[config.mk]
export PLATFORM = sky130hd
export DESIGN_NAME = tlirq_top
export DESIGN_NICKNAME = d
export VERILOG_FILES = /design/src/hdl/tlirq_pkg.sv /design/src/hdl/tlirq_axil.sv /design/src/hdl/tlirq_top.sv
export SDC_FILE = /design/constraint.sdc
export NUM_CORES = 1
export LEC_CHECK = 0
export BUFFER_PORTS_ARGS = -buffer_cell sky130_fd_sc_hd__buf_2
export CELL_PAD_IN_SITES_DETAIL_PLACEMENT = 1
export CELL_PAD_IN_SITES_GLOBAL_PLACEMENT = 1
export CORE_MARGIN = 2
export CORE_UTILIZATION = 41
export DETAILED_ROUTE_END_ITERATION = 6
export PLACE_DENSITY_LB_ADDON = 0.1
export SLEW_MARGIN = 20
export SYNTH_ARGS = -nofsm -noshare
export SYNTH_HDL_FRONTEND = slang
export SYNTH_SLANG_ARGS = --single-unit
export TNS_END_PERCENT = 100
[constraint.sdc]
create_clock -name clk -period 9.2 [get_ports clk]
set_input_delay 1.84 -clock clk [delete_from_list [all_inputs] [get_ports clk]]
set_output_delay 1.84 -clock clk [all_outputs]
set_load 0.1 [all_outputs]
[src/hdl/tlirq_pkg.sv]
`default_nettype none
package tlirq_pkg;
    // Register byte addresses (all printed offsets are word aligned)
    localparam logic [31:0] MISSED_IRQ_FLAGS_ADDR  = 32'h4000_a820;
    localparam logic [31:0] IRQ_ENABLE_SET_ADDR    = 32'he000_e100;
    localparam logic [31:0] IRQ_ENABLE_CLEAR_ADDR  = 32'he000_e180;
    localparam logic [31:0] IRQ_PEND_SET_ADDR      = 32'he000_e200;
    localparam logic [31:0] IRQ_PEND_CLEAR_ADDR    = 32'he000_e280;
    localparam logic [31:0] IRQ_ACTIVE_STATUS_ADDR = 32'he000_e300;
    localparam logic [31:0] AUX_FAULT_STATUS_ADDR  = 32'he000_ed3c;
    // Implemented source bits: 16,15,14,12,10,9,8,7,5,4,3,2
    localparam logic [31:0] SRC_MASK               = 32'h0001_d7bc;
    // Missed flags exist for every source but the debug one
    localparam logic [31:0] MISS_MASK              = 32'h0000_d7bc;
    // Fault status field positions
    localparam int          FLT_BAD_WIDTH          = 3;
    localparam int          FLT_PROTECTED          = 2;
    localparam int          FLT_UNMAPPED           = 1;
    localparam int          FLT_REPEAT             = 0;
    localparam logic [31:0] FLT_MASK               = 32'h0000_000f;
    // Reset value shared by every register
    localparam logic [31:0] REG_RESET              = 32'h0000_0000;
    // AXI responses
    localparam logic [1:0]  RESP_OKAY              = 2'b00;
    localparam logic [1:0]  RESP_SLVERR            = 2'b10;
endpackage
`default_nettype wire

[src/hdl/tlirq_axil.sv]
`default_nettype none
// AXI4-Lite slave front end: accepts one write and one read at a time
module tlirq_axil (
    // Clock and reset
    input  wire logic        clk,
    input  wire logic        rst,
    // Write address, data and response
    input  wire logic [31:0] s_axi_awaddr,
    input  wire logic        s_axi_awvalid,
    output logic             s_axi_awready,
    input  wire logic [31:0] s_axi_wdata,
    input  wire logic [3:0]  s_axi_wstrb,
    input  wire logic        s_axi_wvalid,
    output logic             s_axi_wready,
    output logic [1:0]       s_axi_bresp,
    output logic             s_axi_bvalid,
    input  wire logic        s_axi_bready,
    // Read channels
    input  wire logic [31:0] s_axi_araddr,
    input  wire logic        s_axi_arvalid,
    output logic             s_axi_arready,
    output logic [31:0]      s_axi_rdata,
    output logic [1:0]       s_axi_rresp,
    output logic             s_axi_rvalid,
    input  wire logic        s_axi_rready,
    // Register side
    output logic             wr_stb,
    output logic [31:0]      wr_addr,
    output logic [31:0]      wr_data,
    output logic [3:0]       wr_strb,
    input  wire logic        wr_hit,
    output logic             rd_stb,
    output logic [31:0]      rd_addr,
    input  wire logic [31:0] rd_data,
    input  wire logic        rd_hit
);
    logic have_aw;
    logic have_w;

    ////////////////////////////////////////////////////////////////////////////////
    // Write path: hold address and data until both are in, then strobe once
    always_ff @(posedge clk or posedge rst) begin
        if (rst) begin
            have_aw       <= 1'b0;
            have_w        <= 1'b0;
            s_axi_awready <= 1'b0;
            s_axi_wready  <= 1'b0;
            s_axi_bvalid  <= 1'b0;
            s_axi_bresp   <= 2'b00;
            wr_stb        <= 1'b0;
            wr_addr       <= 32'h0000_0000;
            wr_data       <= 32'h0000_0000;
            wr_strb       <= 4'h0;
        end else begin
            wr_stb        <= 1'b0;
            s_axi_awready <= !have_aw && !s_axi_awready && !s_axi_bvalid && !wr_stb;
            s_axi_wready  <= !have_w && !s_axi_wready && !s_axi_bvalid && !wr_stb;
            if (s_axi_awvalid && s_axi_awready) begin
                have_aw <= 1'b1;
                wr_addr <= s_axi_awaddr;
            end
            if (s_axi_wvalid && s_axi_wready) begin
                have_w  <= 1'b1;
                wr_data <= s_axi_wdata;
                wr_strb <= s_axi_wstrb;
            end
            if (have_aw && have_w) begin
                have_aw <= 1'b0;
                have_w  <= 1'b0;
                wr_stb  <= 1'b1;
            end
            // Response one cycle after the strobe, once decode is known
            if (wr_stb) begin
                s_axi_bvalid <= 1'b1;
                s_axi_bresp  <= wr_hit ? tlirq_pkg::RESP_OKAY : tlirq_pkg::RESP_SLVERR;
            end else if (s_axi_bvalid && s_axi_bready) begin
                s_axi_bvalid <= 1'b0;
            end
        end
    end

    ////////////////////////////////////////////////////////////////////////////////
    // Read path: capture address, answer the next cycle
    always_ff @(posedge clk or posedge rst) begin
        if (rst) begin
            s_axi_arready <= 1'b0;
            s_axi_rvalid  <= 1'b0;
            s_axi_rdata   <= 32'h0000_0000;
            s_axi_rresp   <= 2'b00;
            rd_stb        <= 1'b0;
            rd_addr       <= 32'h0000_0000;
        end else begin
            rd_stb        <= 1'b0;
            s_axi_arready <= !s_axi_arready && !rd_stb && !s_axi_rvalid;
            if (s_axi_arvalid && s_axi_arready) begin
                rd_addr <= s_axi_araddr;
                rd_stb  <= 1'b1;
            end
            if (rd_stb) begin
                s_axi_rvalid <= 1'b1;
                s_axi_rdata  <= rd_data;
                s_axi_rresp  <= rd_hit ? tlirq_pkg::RESP_OKAY : tlirq_pkg::RESP_SLVERR;
            end else if (s_axi_rvalid && s_axi_rready) begin
                s_axi_rvalid <= 1'b0;
            end
        end
    end
endmodule
`default_nettype wire

[src/hdl/tlirq_top.sv]
// Added by the designer: the AXI4-Lite interface to the registers.
`default_nettype none
module tlirq_top (
    // Clock and reset
    input  wire logic        clk,
    input  wire logic        rst,
    // AXI4-Lite write channels
    input  wire logic [31:0] s_axi_awaddr,
    input  wire logic        s_axi_awvalid,
    output logic             s_axi_awready,
    input  wire logic [31:0] s_axi_wdata,
    input  wire logic [3:0]  s_axi_wstrb,
    input  wire logic        s_axi_wvalid,
    output logic             s_axi_wready,
    output logic [1:0]       s_axi_bresp,
    output logic             s_axi_bvalid,
    input  wire logic        s_axi_bready,
    // AXI4-Lite read channels
    input  wire logic [31:0] s_axi_araddr,
    input  wire logic        s_axi_arvalid,
    output logic             s_axi_arready,
    output logic [31:0]      s_axi_rdata,
    output logic [1:0]       s_axi_rresp,
    output logic             s_axi_rvalid,
    input  wire logic        s_axi_rready,
    // Peripheral interrupt events, one-cycle pulses at the source bit positions
    input  wire logic [31:0] src_event,
    // Core handshake: entry and exit of service per source, one-cycle pulses
    input  wire logic [31:0] svc_enter,
    input  wire logic [31:0] svc_exit,
    // Bus fault reports from the system bus, one-cycle pulses
    input  wire logic        flt_valid,
    input  wire logic        flt_narrow_periph,
    input  wire logic        flt_unaligned_word,
    input  wire logic        flt_user_protected_wr,
    input  wire logic        flt_above_last_reg,
    input  wire logic        flt_above_mem_end,
    // Interrupt requests to the core and the bus fault pulse
    output logic [31:0]      irq_req,
    output logic             bus_fault
);
    logic        wr_stb;
    logic [31:0] wr_addr;
    logic [31:0] wr_data;
    logic [3:0]  wr_strb;
    logic        wr_hit;
    logic        rd_stb;
    logic [31:0] rd_addr;
    logic [31:0] rd_data;
    logic        rd_hit;
    logic [31:0] wmask;
    logic [31:0] enable_mask;
    logic [31:0] pending;
    logic [31:0] active;
    logic [31:0] missed;
    logic [31:0] fault;
    logic [31:0] new_fault;
    logic [31:0] next_pending;

    // Byte lanes expanded to a bit mask
    function automatic logic [31:0] lane_mask(input logic [3:0] strb);
        logic [31:0] m;
        m = 32'h0000_0000;
        for (int i = 0; i < 4; i++) begin
            m[i*8 +: 8] = {8{strb[i]}};
        end
        return m;
    endfunction

    // Write strobe aimed at one register
    function automatic logic hit_wr(input logic [31:0] a);
        return wr_stb && (wr_addr == a);
    endfunction

    ////////////////////////////////////////////////////////////////////////////////
    // Bus slave
    tlirq_axil u_axil (
        .clk           (clk),
        .rst           (rst),
        .s_axi_awaddr  (s_axi_awaddr),
        .s_axi_awvalid (s_axi_awvalid),
        .s_axi_awready (s_axi_awready),
        .s_axi_wdata   (s_axi_wdata),
        .s_axi_wstrb   (s_axi_wstrb),
        .s_axi_wvalid  (s_axi_wvalid),
        .s_axi_wready  (s_axi_wready),
        .s_axi_bresp   (s_axi_bresp),
        .s_axi_bvalid  (s_axi_bvalid),
        .s_axi_bready  (s_axi_bready),
        .s_axi_araddr  (s_axi_araddr),
        .s_axi_arvalid (s_axi_arvalid),
        .s_axi_arready (s_axi_arready),
        .s_axi_rdata   (s_axi_rdata),
        .s_axi_rresp   (s_axi_rresp),
        .s_axi_rvalid  (s_axi_rvalid),
        .s_axi_rready  (s_axi_rready),
        .wr_stb        (wr_stb),
        .wr_addr       (wr_addr),
        .wr_data       (wr_data),
        .wr_strb       (wr_strb),
        .wr_hit        (wr_hit),
        .rd_stb        (rd_stb),
        .rd_addr       (rd_addr),
        .rd_data       (rd_data),
        .rd_hit        (rd_hit)
    );

    // Effective write bits: only ones on enabled lanes count
    assign wmask = wr_data & lane_mask(wr_strb);

    // Write decode; active register is not writable
    always_comb begin
        unique case (wr_addr)
            tlirq_pkg::MISSED_IRQ_FLAGS_ADDR,
            tlirq_pkg::IRQ_ENABLE_SET_ADDR,
            tlirq_pkg::IRQ_ENABLE_CLEAR_ADDR,
            tlirq_pkg::IRQ_PEND_SET_ADDR,
            tlirq_pkg::IRQ_PEND_CLEAR_ADDR,
            tlirq_pkg::AUX_FAULT_STATUS_ADDR: wr_hit = 1'b1;
            default:                          wr_hit = 1'b0;
        endcase
    end

    ////////////////////////////////////////////////////////////////////////////////
    // Enable masks; set and clear in one write cannot happen (separate addresses)
    always_ff @(posedge clk or posedge rst) begin
        if (rst) begin
            enable_mask <= tlirq_pkg::REG_RESET;
        end else if (hit_wr(tlirq_pkg::IRQ_ENABLE_SET_ADDR)) begin
            enable_mask <= enable_mask | (wmask & tlirq_pkg::SRC_MASK);
        end else if (hit_wr(tlirq_pkg::IRQ_ENABLE_CLEAR_ADDR)) begin
            enable_mask <= enable_mask & ~(wmask & tlirq_pkg::SRC_MASK);
        end
    end

    // Pending latch: events and software set, pend-clear and service entry clear.
    // A set in the same cycle as a clear wins, so no event is dropped.
    always_comb begin
        next_pending = pending;
        if (hit_wr(tlirq_pkg::IRQ_PEND_CLEAR_ADDR)) begin
            next_pending = next_pending & ~wmask;
        end
        next_pending = next_pending & ~svc_enter;
        if (hit_wr(tlirq_pkg::IRQ_PEND_SET_ADDR)) begin
            next_pending = next_pending | wmask;
        end
        next_pending = (next_pending | src_event) & tlirq_pkg::SRC_MASK;
    end

    always_ff @(posedge clk or posedge rst) begin
        if (rst) begin
            pending <= tlirq_pkg::REG_RESET;
        end else begin
            pending <= next_pending;
        end
    end

    // Active status tracks the core's service window
    always_ff @(posedge clk or posedge rst) begin
        if (rst) begin
            active <= tlirq_pkg::REG_RESET;
        end else begin
            active <= ((active & ~svc_exit) | svc_enter) & tlirq_pkg::SRC_MASK;
        end
    end

    // Request is level: pending gated by mask, order of setting irrelevant
    always_ff @(posedge clk or posedge rst) begin
        if (rst) begin
            irq_req <= tlirq_pkg::REG_RESET;
        end else begin
            irq_req <= next_pending & enable_mask;
        end
    end

    ////////////////////////////////////////////////////////////////////////////////
    // Missed flags: an enabled event hitting a still-pending source is lost
    // because nothing counts or queues. Detection wins over a clear.
    always_ff @(posedge clk or posedge rst) begin
        if (rst) begin
            missed <= tlirq_pkg::REG_RESET;
        end else begin
            missed <= ((missed & ~(hit_wr(tlirq_pkg::MISSED_IRQ_FLAGS_ADDR)
                                   ? wmask : 32'h0000_0000))
                       | (src_event & pending & enable_mask))
                      & tlirq_pkg::MISS_MASK;
        end
    end

    ////////////////////////////////////////////////////////////////////////////////
    // Fault causes of one access, possibly several at once
    always_comb begin
        new_fault = 32'h0000_0000;
        new_fault[tlirq_pkg::FLT_BAD_WIDTH] = flt_narrow_periph
                                            | flt_unaligned_word;
        new_fault[tlirq_pkg::FLT_PROTECTED] = flt_user_protected_wr;
        new_fault[tlirq_pkg::FLT_UNMAPPED]  = flt_above_last_reg
                                            | flt_above_mem_end;
        new_fault[tlirq_pkg::FLT_REPEAT]    = |fault;
        if (!flt_valid) begin
            new_fault = 32'h0000_0000;
        end
    end

    // Sticky fault status; software write of one clears a bit, new fault wins
    always_ff @(posedge clk or posedge rst) begin
        if (rst) begin
            fault <= tlirq_pkg::REG_RESET;
        end else begin
            fault <= ((fault & ~(hit_wr(tlirq_pkg::AUX_FAULT_STATUS_ADDR)
                                 ? wmask : 32'h0000_0000))
                      | new_fault) & tlirq_pkg::FLT_MASK;
        end
    end

    // Fault pulse to the core, one cycle after the report
    always_ff @(posedge clk or posedge rst) begin
        if (rst) begin
            bus_fault <= 1'b0;
        end else begin
            bus_fault <= flt_valid && (|new_fault[3:1]);
        end
    end

    ////////////////////////////////////////////////////////////////////////////////
    // Read mux; set/clear addresses read back the state they steer
    always_comb begin
        rd_hit = 1'b1;
        unique case (rd_addr)
            tlirq_pkg::IRQ_ENABLE_SET_ADDR,
            tlirq_pkg::IRQ_ENABLE_CLEAR_ADDR:  rd_data = enable_mask;
            tlirq_pkg::IRQ_PEND_SET_ADDR,
            tlirq_pkg::IRQ_PEND_CLEAR_ADDR:    rd_data = pending;
            tlirq_pkg::IRQ_ACTIVE_STATUS_ADDR: rd_data = active;
            tlirq_pkg::MISSED_IRQ_FLAGS_ADDR:  rd_data = missed;
            tlirq_pkg::AUX_FAULT_STATUS_ADDR:  rd_data = fault;
            default: begin
                rd_data = 32'h0000_0000;
                rd_hit  = 1'b0;
            end
        endcase
    end
endmodule
`default_nettype wire

==> results.sh, run 1 <==
export IMPL_run_status="finished, final reports clean"
export IMPL_die_h_um=141
export IMPL_clkPwrFrac_pct=26.3
export IMPL_synth_cell_types=52
export IMPL_p_comb_share_pct=31.8
export IMPL_reg2regPathDepth=5
export IMPL_cts_tree="built"
export IMPL_ant_nets=0
export IMPL_max_slew_margin_rel_pct=37.0
export IMPL_path_cells="buf_2"
export IMPL_timing_rr_start="u_axil.wr_addr[18]$_DFFE_PP0P_"
export IMPL_cts_buffer_depth=2
export IMPL_synth_edf_count=0
export IMPL_cp_required_ps=7360
export IMPL_path_max_fanout=4
export IMPL_min_period_ps=3130
export IMPL_crit_family="buffers and inverters"
export IMPL_grt_ovfl_total=0
export IMPL_fillers=2023
export IMPL_wl_per_cell_um=19.5
export IMPL_totalNegativeSetupSlack_ps=0
export IMPL_hold_depth=1
export IMPL_hold_class="reg -> reg"
export IMPL_finalNetCount=1026
export IMPL_cp_depth=1
export IMPL_insertion_delay_ps=440
export IMPL_clkTransAtPathRegs_ps=60
export IMPL_io_pins=283
export IMPL_drt_iter0_drc=231
export IMPL_viasPerCell=5.31
export IMPL_slowest_stage="buf_2"
export IMPL_start_util_pct=41.5
export IMPL_fin_skew_ps=9.73
export IMPL_synthArstFlopShare_pct=100
export IMPL_firstDrtPassIters=5
export IMPL_numCtsBuffers=17
export IMPL_p_seq_share_pct=41.9
export IMPL_ys_warnings_count=0
export IMPL_synth_ff_type="dfrtp_1"
export IMPL_syn_inst=655
export IMPL_die_w_um=141
export IMPL_multiInputGateArea_sq_um=3110
export IMPL_vias=5659
export IMPL_yosys_register_bits=170
export IMPL_drive_gt1_share_pct=36.8
export IMPL_tightest_slew_ps=944
export IMPL_cts_sinks=170
export IMPL_grt_max_degree=105
export IMPL_ir_drop_mv=0.257
export IMPL_avgSynthCellArea_sq_um=11.8
export IMPL_grt_first_pass_wirelength_um=32800
export IMPL_drc=0
export IMPL_syn_to_final_growth_pct=19.5
export IMPL_crit_type="reg -> out"
export IMPL_endpoint_kind="output pin"
export IMPL_startpoint_type="flop"
export IMPL_hold_path_startpoint="u_axil.s_axi_arready$_DFF_PP0_"
export IMPL_clockRootBuffer="clkbuf_16"
export IMPL_hold_viol=0
export IMPL_seq_area_frac_synth_pct=54.9
export IMPL_final_cells=1066
export IMPL_p_sw_mw=1.10
export IMPL_slowest_delay_ps=450
export IMPL_dp_cells=1032
export IMPL_fmax_mhz=319
export IMPL_core_sq_um=18600
export IMPL_maxCapViolCount=0
export IMPL_cts_resized=0
export IMPL_port_buffers=163
export IMPL_cp_startpoint="u_axil.s_axi_awready$_DFF_PP0_"
export IMPL_hold_buffers=0
export IMPL_post_cts_setup_buffer_count=0
export IMPL_grt_pass1_vias=5982
export IMPL_intPower_mw=1.72
export IMPL_rsz0062_at_grt="no"
export IMPL_slew_viol_final=0
export IMPL_swShare_pct=39.1
export IMPL_crit_buf_inv=1
export IMPL_syn_cell_area_sq_um=7740
export IMPL_p_per_area_nw_per_um2=305
export IMPL_dpl_hpwl_um=14800
export IMPL_p_leak_nw=4.30
export IMPL_total_power_mw=2.82
export IMPL_cp_arrival_ps=1290
export IMPL_seq_area_sq_um=4260
export IMPL_drt_total_wl_um=20800
export IMPL_dieArea_sq_um=20000
export IMPL_post_route_period_util_pct=34.1
export IMPL_grt_total_usage_pct=21.4
export IMPL_ctsHtreeMaxLevel=4
export IMPL_finalSetupViolCount=0
export IMPL_place_gp_congestion=0.764
export IMPL_antenna_found_initial=6
export IMPL_num_rows=50
==> per-stage QoR <==
| stage | hold slack [ps] | setup slack, ps | utilization, % | cell area [sq um] |
|---|---|---|---|---|
| 4_1_cts | 470 | 6030 | 49.6 | 9240 |
| 6_report | 471 | 6070 | 49.6 | 9250 |
| 3_5_place_dp | 462 | 5580 | 46.3 | 8640 |
| 2_1_floorplan | 426 | 2760 | - | 7890 |
| 3_3_place_gp | 443 | 5650 | 46.3 | 8630 |
| 5_1_grt | 490 | 5840 | 49.6 | 9250 |
==> routing by layer <==
layer | track usage (%) | up-vias | part of all wire [%]
li1 | - | 2606 | -
met1 | 26.9 | 2862 | 42
met2 | 35.8 | 167 | 50
met3 | 6.99 | 20 | 6.8
met4 | 5.32 | 4 | 1.1
met5 | 0 | - | 0.13
==> cells in the mapped netlist, types with 13 or more instances <==
master / count / area [sq um]
nand2b_1: 15 / 93.8
o21a_1: 13 / 97.6
buf_4: 46 / 345
nor2_1: 18 / 67.6
mux2_2: 81 / 912
o21ai_0: 14 / 70.1
dfrtp_1: 170 / 4250
nand2_1: 40 / 150
inv_1: 32 / 120
and2_1: 15 / 93.8
a31oi_1: 43 / 269
==> area by class of cell <==
cell class	count	area share, %
sequential	170	46.0
clock buffer	19	4.90
clock inverter	12	1.61
multi-input combinational	426	33.6
timing repair buffer	168	9.22
inverter	34	1.45
tap	234	3.17
antenna	3	0.0812
==> cell families after synthesis <==
kind of cell    synth area share, %
other cells                  0.0484
flops                          54.9
simple gates                   13.5
mux                            12.0
buf+inv                        7.09
compound gates                 12.4
==> sequential cells by signal, indices dropped and copies added (netlist names), named ones only <==
| signal | flops |
|---|---|
| active | 12 |
| u_axil.s_axi_bresp | 1 |
| u_axil.rd_stb | 1 |
| u_axil.wr_data | 14 |
| u_axil.wr_stb | 1 |
| irq_req | 12 |
| u_axil.s_axi_bvalid | 1 |
| bus_fault | 1 |
| u_axil.have_w | 1 |
| pending | 12 |
| u_axil.s_axi_rdata | 14 |
| u_axil.s_axi_rresp | 1 |
| u_axil.s_axi_wready | 1 |
| u_axil.s_axi_awready | 1 |
| missed | 11 |
| u_axil.s_axi_arready | 1 |
| fault | 4 |
| u_axil.s_axi_rvalid | 1 |
| u_axil.wr_addr | 32 |
| u_axil.have_aw | 1 |
| u_axil.wr_strb | 3 |
| u_axil.rd_addr | 32 |
==> cell usage in the layout, fill, tap and decap left out, drive strengths merged, types with 6 or more instances in the layout <==
master,count
clkinv,9
a22oi,9
or2,14
dfrtp,170
a31o,12
mux2,81
nor2,18
nand4,7
o21ai,17
a22o,6
inv,32
nand2,41
buf,168
and2,15
conb,40
nand3,12
a31oi,43
nor3,11
a21oi,6
a21o,12
a32o,11
o21a,13
clkbuf,19
nor4,16
nand2b,15
==> power by group through the flow <==
stage               sequential [mW]  combinational (mW)  clock (mW)
floorplan                      1.34               0.532           0
global placement               1.17               0.873           0
detailed placement             1.20               0.904           0
CTS                            1.19               0.909       0.758
global route                   1.22               0.965       0.788
finish                         1.18               0.899       0.742
==> worst paths after layout <==
kind	slack, ps	end
worst min register to register	470	u_axil.s_axi_arready$_DFF_PP0_
worst min-delay path	470	u_axil.s_axi_arready$_DFF_PP0_
min in group asynchronous	1630	u_axil.wr_addr[22]$_DFFE_PP0P_
worst max-delay path	6070	s_axi_awready
worst max register to register	6260	flop
max in group asynchronous	6150	missed[4]$_DFF_PP0_
No activity file was read; power rests on OpenSTA's default activity.
==> run 2: changes to the inputs <==
--- a/config.mk
+++ b/config.mk
@@ -9,7 +9,7 @@
 export CELL_PAD_IN_SITES_DETAIL_PLACEMENT = 1
 export CELL_PAD_IN_SITES_GLOBAL_PLACEMENT = 1
 export CORE_MARGIN = 2
-export CORE_UTILIZATION = 41
+export CORE_UTILIZATION = 38
 export DETAILED_ROUTE_END_ITERATION = 6
 export PLACE_DENSITY_LB_ADDON = 0.1
 export SLEW_MARGIN = 20
==> constraint.sdc (replaced) <==
create_clock -name clk -period 3.2 [get_ports clk]
set_input_delay 0.64 -clock clk [delete_from_list [all_inputs] [get_ports clk]]
set_output_delay 0.64 -clock clk [all_outputs]
set_load 0.1 [all_outputs]
==> results.sh, run 2 (synthesized netlist as in run 1, its figures left out) <==
export IMPL_run_status="finished, final reports clean"
export IMPL_rsz0062_at_grt="no"
export IMPL_dpl_hpwl_um=15000
export IMPL_start_util_pct=38.5
export IMPL_finalSetupViolCount=0
export IMPL_p_leak_nw=4.33
export IMPL_vias=5608
export IMPL_p_per_area_nw_per_um2=859
export IMPL_cp_required_ps=3540
export IMPL_cts_resized=0
export IMPL_hold_class="in -> async"
export IMPL_post_cts_setup_buffer_count=0
export IMPL_p_comb_share_pct=32.6
export IMPL_dpl_cell_area_sq_um=8760
export IMPL_whs_ps=320
export IMPL_mostFrequentLayoutCell="dfrtp_1"
export IMPL_fin_skew_ps=12.8
export IMPL_numCtsBuffers=17
export IMPL_wl_per_cell_um=18.4
export IMPL_cts_buffer_depth=2
export IMPL_syn_to_final_growth_pct=20.8
export IMPL_grt_ovfl_total=0
export IMPL_drive_gt1_share_pct=36.9
export IMPL_endpoint_kind="flop"
export IMPL_viasPerCell=5.05
export IMPL_hold_buffers=0
export IMPL_finalNetCount=1035
export IMPL_drc=0
export IMPL_drt_total_wl_um=20400
export IMPL_hold_viol=0
export IMPL_grt_pass1_vias=6094
export IMPL_ctsHtreeMaxLevel=4
export IMPL_port_buffers=163
export IMPL_cts_tree="built"
export IMPL_total_power_mw=8.04
export IMPL_die_h_um=147
export IMPL_clkPwrFrac_pct=25.6
export IMPL_die_w_um=147
export IMPL_core_sq_um=20100
export IMPL_p_seq_share_pct=41.8
export IMPL_slew_viol_final=0
export IMPL_num_rows=52
export IMPL_antenna_found_initial=3
export IMPL_min_period_ps=2450
export IMPL_io_pins=283
export IMPL_post_route_period_util_pct=76.7
export IMPL_insertion_delay_ps=430
export IMPL_place_gp_congestion=0.787
export IMPL_drt_iter0_drc=187
export IMPL_path_max_fanout=20
export IMPL_ant_nets=0
export IMPL_largestRegisters="u_axil.rd_addr x32, u_axil.wr_addr x32"
export IMPL_dp_worst_setup_slack_ps=710
export IMPL_fin_ws_ps=747
export IMPL_swShare_pct=39.3
export IMPL_intPower_mw=4.88
export IMPL_final_cells=1111
export IMPL_totalNegativeSetupSlack_ps=0
export IMPL_grt_total_usage_pct=19.5
export IMPL_postLayoutCellArea_sq_um=9350
export IMPL_fmax_mhz=408
export IMPL_final_cell_mix="dfrtp_1 (170), buf_2 (163), mux2_2 (81)"
export IMPL_ir_drop_mv=0.561
export IMPL_max_slew_margin_rel_pct=44.3
export IMPL_startpoint_type="flop"
export IMPL_tightest_slew_ps=829
export IMPL_clockRootBuffer="clkbuf_16"
export IMPL_grt_first_pass_wirelength_um=32600
export IMPL_grt_max_degree=60
export IMPL_crit_type="reg -> reg"
export IMPL_maxCapViolCount=0
export IMPL_clkTransAtPathRegs_ps=70
export IMPL_dp_cells=1077
export IMPL_cp_arrival_ps=2790
export IMPL_p_sw_mw=3.16
export IMPL_fin_util_pct=46.5
export IMPL_dieArea_sq_um=21500
export IMPL_cts_sinks=170
export IMPL_firstDrtPassIters=4
==> run 2: cell types whose count changed in the layout (fill, tap and decap cells not counted), moves of 2 or more <==
cell,delta
buf_4,+7
clkinvlp_4,+3
buf_12,+2
clkinv_2,-2
==> run 2: cell type report <==
type | instances | area, sq um
tap | 270 | 338
timing repair buffer | 177 | 946
fill | 2225 | 10800
sequential | 170 | 4250
clock buffer | 19 | 443
inverter | 34 | 133
antenna | 2 | 5.00
clock inverter | 13 | 144
multi-input combinational | 426 | 3090
==> run 2: per-layer routing <==
metal,up-vias,share of wire (%),wire length (um),global-route usage [%]
li1,2633,-,-,-
met2,144,49,10100,32.9
met4,2,1.4,285,5.39
met1,2806,43,8800,24.5
met5,-,0.054,11,0
met3,23,6.1,1240,5.81
==> run 2: worst max-delay path, stage by stage (launching register included) <==
cell and delay (ps):
dfrtp_1 870, nand4_1 320, nor3_2 740, a22oi_1 210, a31oi_1 220
==> run 2: path summary, 6_finish.rpt <==
check / slack (ps) / cells after the start / endpoint / from
setup / recovery: 750 / 4 / u_axil.s_axi_rdata[14]$_DFFE_PP0P_ / u_axil.rd_addr[8]$_DFFE_PP0P_
hold / removal: 320 / 2 / u_axil.rd_addr[17]$_DFFE_PP0P_ / rst
setup reg to reg: 750 / 4 / u_axil.s_axi_rdata[14]$_DFFE_PP0P_ / u_axil.rd_addr[8]$_DFFE_PP0P_
hold reg to reg: 460 / 1 / u_axil.s_axi_arready$_DFF_PP0_ / u_axil.s_axi_rvalid$_DFFE_PP0P_
max in group asynchronous: 2080 / 3 / fault[1]$_DFF_PP0_ / rst
min in group clk: 390 / 2 / u_axil.s_axi_bvalid$_DFFE_PP0P_ / s_axi_bready
==> run 2: power by group through the flow <==
stage | registers (mW) | logic, mW | clock network, mW
finish | 3.36 | 2.62 | 2.06
global route | 3.47 | 2.81 | 2.21
CTS | 3.37 | 2.65 | 2.13
detailed placement | 3.41 | 2.63 | 0
global placement | 3.35 | 2.56 | 0
floorplan | 3.86 | 1.53 | 0
==> run 3: changes to the inputs <==
--- a/config.mk
+++ b/config.mk
@@ -9,7 +9,7 @@
 export CELL_PAD_IN_SITES_DETAIL_PLACEMENT = 1
 export CELL_PAD_IN_SITES_GLOBAL_PLACEMENT = 1
 export CORE_MARGIN = 2
-export CORE_UTILIZATION = 38
+export CORE_UTILIZATION = 34
 export DETAILED_ROUTE_END_ITERATION = 6
 export PLACE_DENSITY_LB_ADDON = 0.1
 export SLEW_MARGIN = 20
==> constraint.sdc (replaced) <==
create_clock -name clk -period 2.09 [get_ports clk]
set_input_delay 0.418 -clock clk [delete_from_list [all_inputs] [get_ports clk]]
set_output_delay 0.418 -clock clk [all_outputs]
set_load 0.1 [all_outputs]
==> results.sh, run 3 (synthesized netlist as in run 1, its figures left out) <==
export IMPL_run_status="finished, final reports clean"
export IMPL_grt_ovfl_total=0
export IMPL_p_comb_share_pct=34.0
export IMPL_post_route_period_util_pct=96.8
export IMPL_fin_skew_ps=9.52
export IMPL_largestRegisters="u_axil.rd_addr x32, u_axil.wr_addr x32"
export IMPL_drc=0
export IMPL_start_util_pct=34.4
export IMPL_firstDrtPassIters=4
export IMPL_finalSetupViolCount=0
export IMPL_drt_total_wl_um=21200
export IMPL_insertion_delay_ps=430
export IMPL_port_buffers=163
export IMPL_clkPwrFrac_pct=25.3
export IMPL_swShare_pct=39.5
export IMPL_p_per_area_nw_per_um2=1300
export IMPL_wl_per_cell_um=18.5
export IMPL_mostFrequentLayoutCell="dfrtp_1"
export IMPL_ir_drop_mv=0.697
export IMPL_cp_arrival_ps=2340
export IMPL_fmax_mhz=495
export IMPL_timing_rr_start="u_axil.wr_addr[23]$_DFFE_PP0P_"
export IMPL_cts_sinks=170
export IMPL_ant_nets=0
export IMPL_rsz0062_at_grt="yes"
export IMPL_grt_first_pass_wirelength_um=33700
export IMPL_intPower_mw=7.57
export IMPL_tightest_slew_ps=523
export IMPL_cp_startpoint="u_axil.wr_addr[23]$_DFFE_PP0P_"
export IMPL_final_cell_mix="dfrtp_1 (170), buf_2 (163), mux2_2 (81)"
export IMPL_die_h_um=155
export IMPL_numCtsBuffers=17
export IMPL_grt_max_degree=44
export IMPL_viasPerCell=5.01
export IMPL_cts_buffer_depth=2
export IMPL_maxCapViolCount=0
export IMPL_drt_iter0_drc=175
export IMPL_hold_class="in -> async"
export IMPL_drive_gt1_share_pct=38.8
export IMPL_place_gp_congestion=0.766
export IMPL_reg2regPathDepth=7
export IMPL_vias=5743
export IMPL_p_sw_mw=4.95
export IMPL_max_slew_margin_rel_pct=65.4
export IMPL_total_power_mw=12.5
export IMPL_antenna_found_initial=5
export IMPL_endpoint_kind="flop"
export IMPL_dieArea_sq_um=24000
export IMPL_dp_worst_setup_slack_ps=32.4
export IMPL_grt_pass1_vias=6193
export IMPL_finalNetCount=1057
export IMPL_hold_buffers=0
export IMPL_grt_total_usage_pct=18.2
export IMPL_min_period_ps=2020
export IMPL_clkTransAtPathRegs_ps=60
export IMPL_io_pins=283
export IMPL_fin_ws_ps=67.9
export IMPL_slew_viol_final=0
export IMPL_cts_tree="built"
export IMPL_clockRootBuffer="clkbuf_16"
export IMPL_num_rows=55
export IMPL_crit_type="reg -> reg"
export IMPL_cp_required_ps=2410
export IMPL_p_leak_nw=4.48
export IMPL_hold_viol=0
export IMPL_p_seq_share_pct=40.7
export IMPL_ctsHtreeMaxLevel=4
export IMPL_path_max_fanout=5
export IMPL_core_sq_um=22500
export IMPL_die_w_um=155
export IMPL_fin_util_pct=42.9
export IMPL_dpl_hpwl_um=15800
export IMPL_syn_to_final_growth_pct=24.6
export IMPL_startpoint_type="flop"
-- run 3: cell types whose count changed in the layout (fill, tap and decap cells not counted), moves of 3 or more --
cell      delta
buf_4       +17
buf_12       +4
clkinv_2     -3
nor4_4       +3
-- run 3: area by class of cell --
type                            count  area [sq um]
Multi-Input combinational cell    426          3150
Clock inverter                     12           141
Inverter                           34           133
Clock buffer                       19           443
Fill cell                        2505         12900
Antenna cell                        1          2.50
Sequential cell                   170          4250
Tap cell                          285           357
Timing Repair Buffer              199          1160
-- run 3: worst paths after layout --
| check | to | slack, ps |
|---|---|---|
| setup / recovery | missed[4]$_DFF_PP0_ | 70 |
| hold / removal | u_axil.s_axi_rdata[1]$_DFFE_PP0P_ | 10 |
| setup reg to reg | missed[4]$_DFF_PP0_ | 70 |
| hold reg to reg | u_axil.s_axi_arready$_DFF_PP0_ | 460 |
| max in group asynchronous | irq_req[14]$_DFF_PP0_ | 1510 |
| min in group clk | u_axil.s_axi_rvalid$_DFFE_PP0P_ | 170 |
-- run 3: power groups by stage --
stage / combinational, mW / sequential (mW) / clock, mW
3_3_place_gp: 4.13 / 5.03 / 0
6_report: 4.25 / 5.10 / 3.17
5_1_grt: 4.55 / 5.25 / 3.42
4_1_cts: 4.26 / 5.06 / 3.27
3_5_place_dp: 4.25 / 5.12 / 0
2_1_floorplan: 2.34 / 5.90 / 0
-- run 3: repair_timing --
action | CTS | global route
endpoints found under the setup margin | 0 | 22
resized for setup | 0 | 13
buffers inserted | 0 | 3
-- run 3: routing by layer --
layer | GRT usage, % | share of wire (%) | vias to the layer above
li1 | - | - | 2658
met4 | 4.89 | 1.6 | 8
met1 | 22.6 | 43 | 2910
met3 | 5.85 | 5.8 | 31
met5 | 0 | 0.25 | -
met2 | 30.5 | 49 | 136
-- run 3: critical path: stages, from the launching register on --
cell,delay (ps)
dfrtp_1,380
nor4_1,270
buf_4,170
nand3_2,130
nor4_4,460
buf_4,240
nand2_1,60
a32o_1,210
-- run 3: metrics by stage --
step,cells,hold WS (ps),TNS (ps),instance area (sq um)
6_report,1146,10.2,0,9650
2_1_floorplan,694,426,-84440,7890
3_3_place_gp,1110,441,0,8970
5_1_grt,1145,17.9,-35.6,9640
3_5_place_dp,1110,458,0,8970
4_1_cts,1141,5.15,0,9550
